`config.mk`:
```
export PLATFORM = sky130hd
export DESIGN_NAME = drc_port
export DESIGN_NICKNAME = d
export VERILOG_FILES = /design/src/drc_pkg.sv /design/src/drc_channel.sv /design/src/drc_port.sv
export SDC_FILE = /design/constraint.sdc
export NUM_CORES = 1
export LEC_CHECK = 0
export ABC_AREA = 1
export BUFFER_PORTS_ARGS = -buffer_cell sky130_fd_sc_hd__buf_2
export CORE_MARGIN = 1
export CORE_UTILIZATION = 60
export DETAILED_ROUTE_END_ITERATION = 12
export HOLD_SLACK_MARGIN = 0.12
export PLACE_DENSITY = 0.8
export SLEW_MARGIN = 20
export SYNTH_ARGS = -nofsm -noshare
export SYNTH_HDL_FRONTEND = slang
export SYNTH_SLANG_ARGS = --single-unit
```
`constraint.sdc`:
```
create_clock -name clk -period 8.2 [get_ports clk]
set_clock_uncertainty 0.2 [all_clocks]
set_input_delay 2.05 -clock clk [delete_from_list [all_inputs] [get_ports clk]]
set_output_delay 2.05 -clock clk [all_outputs]
set_load 0.05 [all_outputs]
```
`src/drc_pkg.sv`:
```
// Package for the dual resolver converter port: offsets, fields, ID bytes, timing
// Assumes the IP-style mezzanine bus with byte addresses on a 16-bit data path
package drc_pkg;
  localparam logic [5:0] ADDR_CH1_DATA = 6'h00;
  localparam logic [5:0] ADDR_CH1_STAT = 6'h03;
  localparam logic [5:0] ADDR_CH1_CTRL = 6'h05;
  localparam logic [5:0] ADDR_CH2_DATA = 6'h08;
  localparam logic [5:0] ADDR_CH2_STAT = 6'h0B;
  localparam logic [5:0] ADDR_CH2_CTRL = 6'h0D;
  localparam logic [5:0] ID_LAST       = 6'h3F;
  localparam int         CTRL_RES_LSB  = 0;
  localparam int         CTRL_HOLD_BIT = 2;
  localparam int         CTRL_BOTH_BIT = 3;
  localparam logic [7:0] CTRL_WR_MASK  = 8'h3F;
  localparam logic [7:0] CTRL_RESET    = 8'h00;
  localparam int         STAT_ERR_BIT  = 0;
  localparam int         STAT_LOST_BIT = 1;
  localparam int         DATA_WAIT     = 2;
  localparam real        BUS_CLK_MHZ   = 8.0;
  localparam logic [7:0] ID_HDR_I      = 8'h49;
  localparam logic [7:0] ID_HDR_P      = 8'h50;
  localparam logic [7:0] ID_HDR_A      = 8'h41;
  localparam logic [7:0] ID_HDR_C      = 8'h43;
  localparam logic [7:0] ID_USED_BYTES = 8'h0D;
  typedef enum logic [1:0] {RES_10, RES_12, RES_14, RES_16} drc_res_t;
  typedef struct packed {
    logic       err;
    logic       signal_lost_flag;
    logic [15:0] angle;
  } drc_conv_t;
  typedef struct packed {
    logic       sel_io;
    logic       sel_id;
    logic       rd;
    logic       wr;
    logic [5:0] addr;
    logic [15:0] wdata;
  } drc_req_t;
endpackage

```
`src/drc_channel.sv`:
```
// One converter channel: effective resolution, angle masking, status latch
// Assumes converter inputs already synchronised to clk
`timescale 1ns/100ps
module drc_channel (
  input  wire logic             clk,
  input  wire logic             rst_n,
  input  wire logic             ce,
  input  wire drc_pkg::drc_conv_t conv,
  input  wire logic [1:0]       res_prog,
  input  wire logic             latch_now,
  input  wire logic             latch_release,
  output logic [1:0]            res_eff,
  output logic [15:0]           angle_out,
  output logic [7:0]            status_out
);
  logic       latched_reg;
  logic [1:0] stat_reg;
  logic [15:0] res_mask;
  logic [7:0] live_stat;

  // Drop one step while test error is set, holding at RES_10 when already there
  assign res_eff = (conv.err && res_prog != 2'h0) ? res_prog - 2'h1 : res_prog;
  assign res_mask = 16'hFFFF << (6'(6) - {3'h0, res_eff, 1'b0});
  assign angle_out = conv.angle & res_mask;
  assign live_stat = {6'h00, conv.signal_lost_flag, conv.err};

  always_ff @(posedge clk or negedge rst_n) begin
    if (!rst_n) begin
      latched_reg <= 1'b0;
      stat_reg    <= 2'h0;
    end else if (ce) begin
      if (latch_now) begin
        latched_reg <= 1'b1;
        stat_reg    <= live_stat[1:0];
      end else if (latch_release) begin
        latched_reg <= 1'b0;
      end
    end
  end

  assign status_out = latched_reg ? {6'h00, stat_reg} : live_stat;
endmodule

```
`src/drc_port.sv`:
```
// File holds the top module: bus slave, control registers, ID space
// Assumes bus strobes and converter flags arrive asynchronously on pins
`timescale 1ns/100ps
module drc_port #(
  parameter logic [7:0] ID_MFR      = 8'hA5,
  parameter logic [7:0] ID_MODEL    = 8'h5A,
  parameter logic [7:0] ID_REV      = 8'h01,
  parameter logic [7:0] ID_CHECKSUM = 8'h00,
  parameter logic [7:0] ID_OPTION   = 8'h00,
  parameter logic       HAS_OSC     = 1'b1
) (
  input  wire logic        clk,
  input  wire logic        rst_n,
  input  wire logic        ce,
  input  wire logic        io_sel_n,
  input  wire logic        id_sel_n,
  input  wire logic        rd_n,
  input  wire logic        wr_n,
  input  wire logic [5:0]  addr,
  input  wire logic [15:0] wdata,
  input  wire logic [1:0]  conv_err,
  input  wire logic [1:0]  conv_los,
  input  wire logic [31:0] conv_angle,
  output logic [15:0]      rdata,
  output logic             rdata_oe,
  output logic             ack_n,
  output logic [1:0]       res_out,
  output logic [1:0]       res_out2,
  output logic             conv_start
);
  logic [1:0]  rst_sync_reg;
  logic        rst_i_n;
  logic [2:0]  s_io_reg, s_id_reg, s_rd_reg, s_wr_reg;
  logic        io_q, id_q, rd_q, wr_q;
  logic [5:0]  a1_reg, a2_reg;
  logic [15:0] w1_reg, w2_reg;
  // Converter pin stages and the held copies that the channels use
  logic [1:0]  e1_reg, e2_reg, e3_reg, l1_reg, l2_reg, l3_reg;
  logic [31:0] g1_reg, g2_reg, g3_reg;
  logic [1:0]  err_seen_reg, los_seen_reg;
  logic [31:0] ang_seen_reg;
  logic [1:0]  err_seen_next, los_seen_next;
  logic [31:0] ang_seen_next;
  logic [7:0]  ctrl1_reg, ctrl2_reg;
  logic        busy_reg;
  logic [1:0]  wait_reg;
  logic [15:0] rdata_next;
  logic [15:0] io_rd, id_rd;
  logic [7:0]  id_byte;
  logic        start, is_data, done_now;
  logic [15:0] ang1, ang2;
  logic [7:0]  st1, st2;
  logic [1:0]  re1, re2;
  drc_pkg::drc_conv_t cv1, cv2;

  // Reset release through two flops
  always_ff @(posedge clk or negedge rst_n) begin
    if (!rst_n) rst_sync_reg <= 2'b00;
    else rst_sync_reg <= {rst_sync_reg[0], 1'b1};
  end
  assign rst_i_n = rst_sync_reg[1];

  // Three-flop synchronisers on the bus strobes
  always_ff @(posedge clk or negedge rst_i_n) begin
    if (!rst_i_n) begin
      s_io_reg <= 3'h7;
      s_id_reg <= 3'h7;
      s_rd_reg <= 3'h7;
      s_wr_reg <= 3'h7;
    end else if (ce) begin
      s_io_reg <= {s_io_reg[1:0], io_sel_n};
      s_id_reg <= {s_id_reg[1:0], id_sel_n};
      s_rd_reg <= {s_rd_reg[1:0], rd_n};
      s_wr_reg <= {s_wr_reg[1:0], wr_n};
    end
  end

  // Address and write data, held steady by the host around the strobes
  always_ff @(posedge clk or negedge rst_i_n) begin
    if (!rst_i_n) begin
      a1_reg <= 6'h00;
      a2_reg <= 6'h00;
      w1_reg <= 16'h0000;
      w2_reg <= 16'h0000;
    end else if (ce) begin
      a1_reg <= addr;
      a2_reg <= a1_reg;
      w1_reg <= wdata;
      w2_reg <= w1_reg;
    end
  end

  // Converter flags: three stages each
  always_ff @(posedge clk or negedge rst_i_n) begin
    if (!rst_i_n) begin
      e1_reg       <= 2'h0;
      e2_reg       <= 2'h0;
      e3_reg       <= 2'h0;
      l1_reg       <= 2'h0;
      l2_reg       <= 2'h0;
      l3_reg       <= 2'h0;
      err_seen_reg <= 2'h0;
      los_seen_reg <= 2'h0;
    end else if (ce) begin
      e1_reg       <= conv_err;
      e2_reg       <= e1_reg;
      e3_reg       <= e2_reg;
      l1_reg       <= conv_los;
      l2_reg       <= l1_reg;
      l3_reg       <= l2_reg;
      err_seen_reg <= err_seen_next;
      los_seen_reg <= los_seen_next;
    end
  end

  // Converter angle: three stages
  always_ff @(posedge clk or negedge rst_i_n) begin
    if (!rst_i_n) begin
      g1_reg       <= 32'h0;
      g2_reg       <= 32'h0;
      g3_reg       <= 32'h0;
      ang_seen_reg <= 32'h0;
    end else if (ce) begin
      g1_reg       <= conv_angle;
      g2_reg       <= g1_reg;
      g3_reg       <= g2_reg;
      ang_seen_reg <= ang_seen_next;
    end
  end

  // A flag bit counts once stages two and three agree, else it holds
  assign err_seen_next = (e2_reg & e3_reg) | (err_seen_reg & (e2_reg ^ e3_reg));
  assign los_seen_next = (l2_reg & l3_reg) | (los_seen_reg & (l2_reg ^ l3_reg));
  // The angle is taken whole, so a word caught mid-change is never used
  assign ang_seen_next = (g2_reg == g3_reg) ? g2_reg : ang_seen_reg;

  // Strobe counts once second and third stage agree
  assign io_q = (s_io_reg[2:1] == 2'b00);
  assign id_q = (s_id_reg[2:1] == 2'b00);
  assign rd_q = (s_rd_reg[2:1] == 2'b00);
  assign wr_q = (s_wr_reg[2:1] == 2'b00);

  assign cv1 = '{err: err_seen_reg[0], signal_lost_flag: los_seen_reg[0] & HAS_OSC, angle: ang_seen_reg[15:0]};
  assign cv2 = '{err: err_seen_reg[1], signal_lost_flag: los_seen_reg[1] & HAS_OSC, angle: ang_seen_reg[31:16]};

  assign start = !busy_reg && (io_q || id_q) && (rd_q || wr_q);
  assign is_data = io_q && rd_q && (a2_reg[5:1] == drc_pkg::ADDR_CH1_DATA[5:1] ||
                                    a2_reg[5:1] == drc_pkg::ADDR_CH2_DATA[5:1]);

  // Register hits, each qualified by the take
  wire rd_c1d = start && io_q && rd_q && a2_reg[5:1] == drc_pkg::ADDR_CH1_DATA[5:1];
  wire rd_c2d = start && io_q && rd_q && a2_reg[5:1] == drc_pkg::ADDR_CH2_DATA[5:1];
  wire rd_c1s = start && io_q && rd_q && a2_reg == drc_pkg::ADDR_CH1_STAT;
  wire rd_c2s = start && io_q && rd_q && a2_reg == drc_pkg::ADDR_CH2_STAT;
  // Joint conversion mode lives in channel 1 control only
  wire joint  = ctrl1_reg[drc_pkg::CTRL_BOTH_BIT];
  // Control writes
  wire wr_c1  = start && io_q && wr_q && a2_reg == drc_pkg::ADDR_CH1_CTRL;
  wire wr_c2  = start && io_q && wr_q && a2_reg == drc_pkg::ADDR_CH2_CTRL;

  // Joint mode latches both on ch1 data read, released by ch2 status read
  wire lat1 = joint ? rd_c1d : (ctrl1_reg[drc_pkg::CTRL_HOLD_BIT] && rd_c1d);
  wire lat2 = joint ? rd_c1d : (ctrl2_reg[drc_pkg::CTRL_HOLD_BIT] && rd_c2d);
  wire rel1 = joint ? rd_c2s : rd_c1s;
  wire rel2 = rd_c2s;

  // Two converter channels
  drc_channel u_ch1 (
    .clk           (clk),
    .rst_n         (rst_i_n),
    .ce            (ce),
    .conv          (cv1),
    .res_prog      (ctrl1_reg[1:0]),
    .latch_now     (lat1),
    .latch_release (rel1),
    .res_eff       (re1),
    .angle_out     (ang1),
    .status_out    (st1)
  );
  drc_channel u_ch2 (
    .clk           (clk),
    .rst_n         (rst_i_n),
    .ce            (ce),
    .conv          (cv2),
    .res_prog      (ctrl2_reg[1:0]),
    .latch_now     (lat2),
    .latch_release (rel2),
    .res_eff       (re2),
    .angle_out     (ang2),
    .status_out    (st2)
  );

  // I/O space decode, byte on low lane
  assign io_rd = (a2_reg[5:1] == drc_pkg::ADDR_CH1_DATA[5:1]) ? ang1 :
                 (a2_reg[5:1] == drc_pkg::ADDR_CH2_DATA[5:1]) ? ang2 :
                 (a2_reg == drc_pkg::ADDR_CH1_STAT) ? {8'h00, st1} :
                 (a2_reg == drc_pkg::ADDR_CH2_STAT) ? {8'h00, st2} :
                 (a2_reg == drc_pkg::ADDR_CH1_CTRL) ? {8'h00, ctrl1_reg} :
                 (a2_reg == drc_pkg::ADDR_CH2_CTRL) ? {8'h00, ctrl2_reg} :
                 16'h0000;

  // ID space at odd byte addresses
  always_comb begin
    unique case (a2_reg)
      6'h01:   id_byte = drc_pkg::ID_HDR_I;
      6'h03:   id_byte = drc_pkg::ID_HDR_P;
      6'h05:   id_byte = drc_pkg::ID_HDR_A;
      6'h07:   id_byte = drc_pkg::ID_HDR_C;
      6'h09:   id_byte = ID_MFR;
      6'h0B:   id_byte = ID_MODEL;
      6'h0D:   id_byte = ID_REV;
      6'h15:   id_byte = drc_pkg::ID_USED_BYTES;
      6'h17:   id_byte = ID_CHECKSUM;
      6'h19:   id_byte = ID_OPTION;
      default: id_byte = 8'h00;
    endcase
  end
  assign id_rd = {8'h00, id_byte};
  assign rdata_next = id_q ? id_rd : io_rd;

  // Control registers
  always_ff @(posedge clk or negedge rst_i_n) begin
    if (!rst_i_n) begin
      ctrl1_reg <= drc_pkg::CTRL_RESET;
      ctrl2_reg <= drc_pkg::CTRL_RESET;
    end else if (ce) begin
      if (wr_c1) ctrl1_reg <= w2_reg[7:0] & drc_pkg::CTRL_WR_MASK;
      if (wr_c2) ctrl2_reg <= w2_reg[7:0] & drc_pkg::CTRL_WR_MASK;
    end
  end

  // Cycle end: no waits left and the select has gone away
  assign done_now = busy_reg && wait_reg == 2'h0 && !(io_q || id_q);

  // Effective resolution to the converters, start pulse on data reads
  always_ff @(posedge clk or negedge rst_i_n) begin
    if (!rst_i_n) begin
      res_out    <= 2'h0;
      res_out2   <= 2'h0;
      conv_start <= 1'b0;
    end else if (ce) begin
      res_out    <= re1;
      res_out2   <= re2;
      conv_start <= rd_c1d || rd_c2d;
    end
  end

  // Read data captured at the take, driven until the cycle ends
  always_ff @(posedge clk or negedge rst_i_n) begin
    if (!rst_i_n) begin
      rdata    <= 16'h0000;
      rdata_oe <= 1'b0;
    end else if (ce) begin
      if (start) begin
        rdata    <= rdata_next;
        rdata_oe <= rd_q;
      end else if (done_now) begin
        rdata_oe <= 1'b0;
      end
    end
  end

  // Bus cycle: acknowledge now, or after two waits for data reads
  always_ff @(posedge clk or negedge rst_i_n) begin
    if (!rst_i_n) begin
      busy_reg <= 1'b0;
      wait_reg <= 2'h0;
      ack_n    <= 1'b1;
    end else if (ce) begin
      ack_n <= 1'b1;
      if (start) begin
        busy_reg <= 1'b1;
        wait_reg <= is_data ? 2'(drc_pkg::DATA_WAIT) : 2'h0;
        ack_n    <= is_data;
      end else if (busy_reg && wait_reg != 2'h0) begin
        wait_reg <= wait_reg - 2'h1;
        ack_n    <= wait_reg != 2'h1;
      end else if (done_now) begin
        busy_reg <= 1'b0;
      end
    end
  end
endmodule

```
==> key figures <==
Status
  • Status: finished clean

Timing
  • Final Max Slew Viols: 0
  • Fin crit share: 0.530
  • Worst Setup Slack, final: between 3000 and 4000 ps
  • Peak Freq: 230 MHz
  • Final Critical Period: 4340 ps
  • Final Hold Viols: 0
  • Worst-Margin Slew: 986 ps
  • Unrepaired setup endpoints after global routing: false
  • Setup violators final: 0
  • Rel. slew slack: 0.343
  • Final setup TNS: 0 ps

Finish
  • Filler Cell Count: 1283
  • Final Cell Area: about 11000 um^2
  • Ant diodes: 0
  • Area grow syn2layout: 12.4%
  • Nets: 1338
  • Layout cells sized above 1: 0.134

Synth
  • Seq/Total Area, Yosys: 0.566
  • Synth top area cells: dfrtp_1 (53%), nand2_1 (20%), o21ai_0 (4.4%)
  • FFs w/ async S/R, synth: 1.00
  • Synth cell types: 37
  • Main synth FF type: dfrtp_1
  • Avg Inst Size Synth: 8.30 um^2
  • Synth Cell Area: approximately 10000 um^2
  • Area leader, netlist: dfrtp_1
  • Synthesized net count: 1281
  • Synth top area share: 0.532
  • Flops & latches, synth: 226
  • Yosys warns: 0
  • Post-Synthesis Cells: 1208
  • EDFF count, synth: 0

Clock tree
  • Setup repair bufs after CTS: 0
  • Hold_buf cts: 0
  • CTS tree: yes
  • CTS sink cnt: 226
  • Worst-path clk slew: 60 ps
  • CTS resizes: 0
  • H-tree depth: 1
  • Clk buf depth: 3
  • TritonCTS Buffers: 23
  • Clock Latency Late Sink: between 500 and 600 ps
  • Clock tree root buffer cell: clkbuf_16

Power and ir drop
  • Sw Share: 0.274
  • Int Pwr: about 2000 uW
  • Maximum vdd ir drop: between 0.00015 and 0.0002 V
  • Power Density: 250 nW/um^2
  • Seq pwr share: 0.466
  • P_sw: 772 uW
  • Logic gate share of total power: 0.138
  • Design Power: 2820 uW
  • Pleak: 0.00596 uW
  • Clk pwr share: 0.396

Detailed routing
  • Total wire length: 21000 um
  • ANT nets after route: 0
  • Avg WL per Cell: 14.0 um
  • Vias: 7891
  • DR pass1 iterations: 6
  • DR iter-0 viols: 706
  • Vias/cell: 5.27
  • DRC violations left: 0

Global route
  • Largest net degree at the start of global routing: around 130
  • Initial antenna violation count: 0
  • Number of global-route vias before repair: 7369
  • Total grt overflow: 0
  • Overall routing resource usage: 0.256
  • First-pass GRT wire length: 35900 um

Critical path
  • Crit path max fanout: 74
  • CP Data Required Time: 8390 ps
  • Startpoint Class: input port
  • CP Capture Type: register
  • Arrival time of the worst setup path: between 4000 and 5000 ps
  • CP Class: input port to register

Floorplanning
  • Die X: 131 um
  • Core Box Area: 16100 um^2
  • Die height: 131 um
  • Starting Density: 0.622
  • Die area: 17200 um^2
  • Ports: 88
  • # rows: 46

Place
  • Setup WS pre-CTS: 3480 ps
  • Placement-stage cell area: 10400 um^2
  • PortBufs: 77
  • Detail Placement HPWL: ~14000 um
  • RePlAce Congestion: slightly below 0.9

Min path
  • Min-delay worst type: register to register

Flow run
  • Max-cap violations: 0
## final cells by class
cell class              instances  area, um^2  area share
flip-flops and latches        226        5680       0.503
well taps                     216         270      0.0240
inverters                     100         375      0.0333
clock buffers                  32         679      0.0603
clock inverters                 8         140      0.0124
repair buffers                 82         433      0.0384
multi-input cells             832        3700       0.328
## worst max-delay path: stages
cell,delay [ps]
buf_6,390
inv_2,220
a21oi_2,150
nand3_1,90
nor2_1,120
nand2_1,90
nor2_4,630
nand3_4,460
nand2_1,210
nand2_1,70
## logic make-up after synthesis
family | share of synthesized area
flip-flops | 0.566
buffers and inverters | 0.0656
other | 0.000374
XOR/XNOR | 0.00524
adder cells (fa/ha/maj) | 0.00998
AO/OA/AOI/OAI | 0.0806
AND/OR/NAND/NOR | 0.272
multiplexers | 0.000998
## power groups by stage
stage / combinational [uW] / clock, uW / sequential, uW
floorplan: 235 / 0 / 1370
CTS: 391 / 1130 / 1310
finish: 388 / 1110 / 1310
global placement: 376 / 0 / 1330
global route: 444 / 1180 / 1330
detailed placement: 386 / 0 / 1330
## routing by layer
metal,up-vias,wire length [um],track usage,share of wire
met3,42,1480,0.0513,0.070
met2,253,9150,0.379,0.44
met4,0,440,0.0614,0.021
met5,-,0,0,0
met1,3702,9930,0.389,0.47
li1,3894,-,-,-
## metrics by stage
stage,cells,util,hold slack [ps]
3_5_place_dp,1456,0.648,137
6_report,1496,0.699,147
4_1_cts,1496,0.699,149
2_1_floorplan,1208,-,131
5_1_grt,1496,0.699,158
3_3_place_gp,1456,0.648,134
## synth_stat cells, drive strengths merged (2+ instances only)
master    n
a21oi    12
a22o      9
buf      27
clkbuf   23
dfrtp   213
dfstp    13
ha        8
inv     100
nand2   546
nand3    66
nand4     7
nor2     52
nor3      4
o211ai    2
o21ai   110
o22ai     4
o31ai     2
xnor2     4
xor2      2
## final timing paths
check                                                from                             to  slack, ps  cells past startpoint
worst max-delay path                                   ce    ang_seen_reg[2]$_DFFE_PN0P_       3860                     10
worst max register to register      g2_reg[0]$_DFFE_PN0P_    ang_seen_reg[2]$_DFFE_PN0P_       5600                      9
min in group asynchronous       rst_sync_reg[1]$_DFF_PN0_  u_ch1.stat_reg[1]$_DFFE_PN0P_        220                      0
worst min register to register  rst_sync_reg[0]$_DFF_PN0_      rst_sync_reg[1]$_DFF_PN0_        150                      0
worst min-delay path            rst_sync_reg[0]$_DFF_PN0_      rst_sync_reg[1]$_DFF_PN0_        150                      0
max in group asynchronous       rst_sync_reg[1]$_DFF_PN0_           rdata[2]$_DFFE_PN0P_       6080                      1
## layout by cell type (no fill, tap or decap), types with 4 or more instances in the layout
cell / instances
nand2_1: 543
dfrtp_1: 212
inv_1: 90
o21ai_0: 89
buf_2: 76
nand3_1: 63
nor2_1: 44
clkbuf_16: 23
dfstp_2: 13
o21ai_2: 12
a21oi_1: 11
inv_2: 10
o21ai_1: 9
a22o_1: 9
ha_1: 8
nand4_1: 7
clkbuf_8: 7
nor2_4: 5
xnor2_1: 4
o22ai_1: 4
clkinv_2: 4
bufinv_16: 4
buf_4: 4
Note: power is estimated with default switching activity, not from simulation.
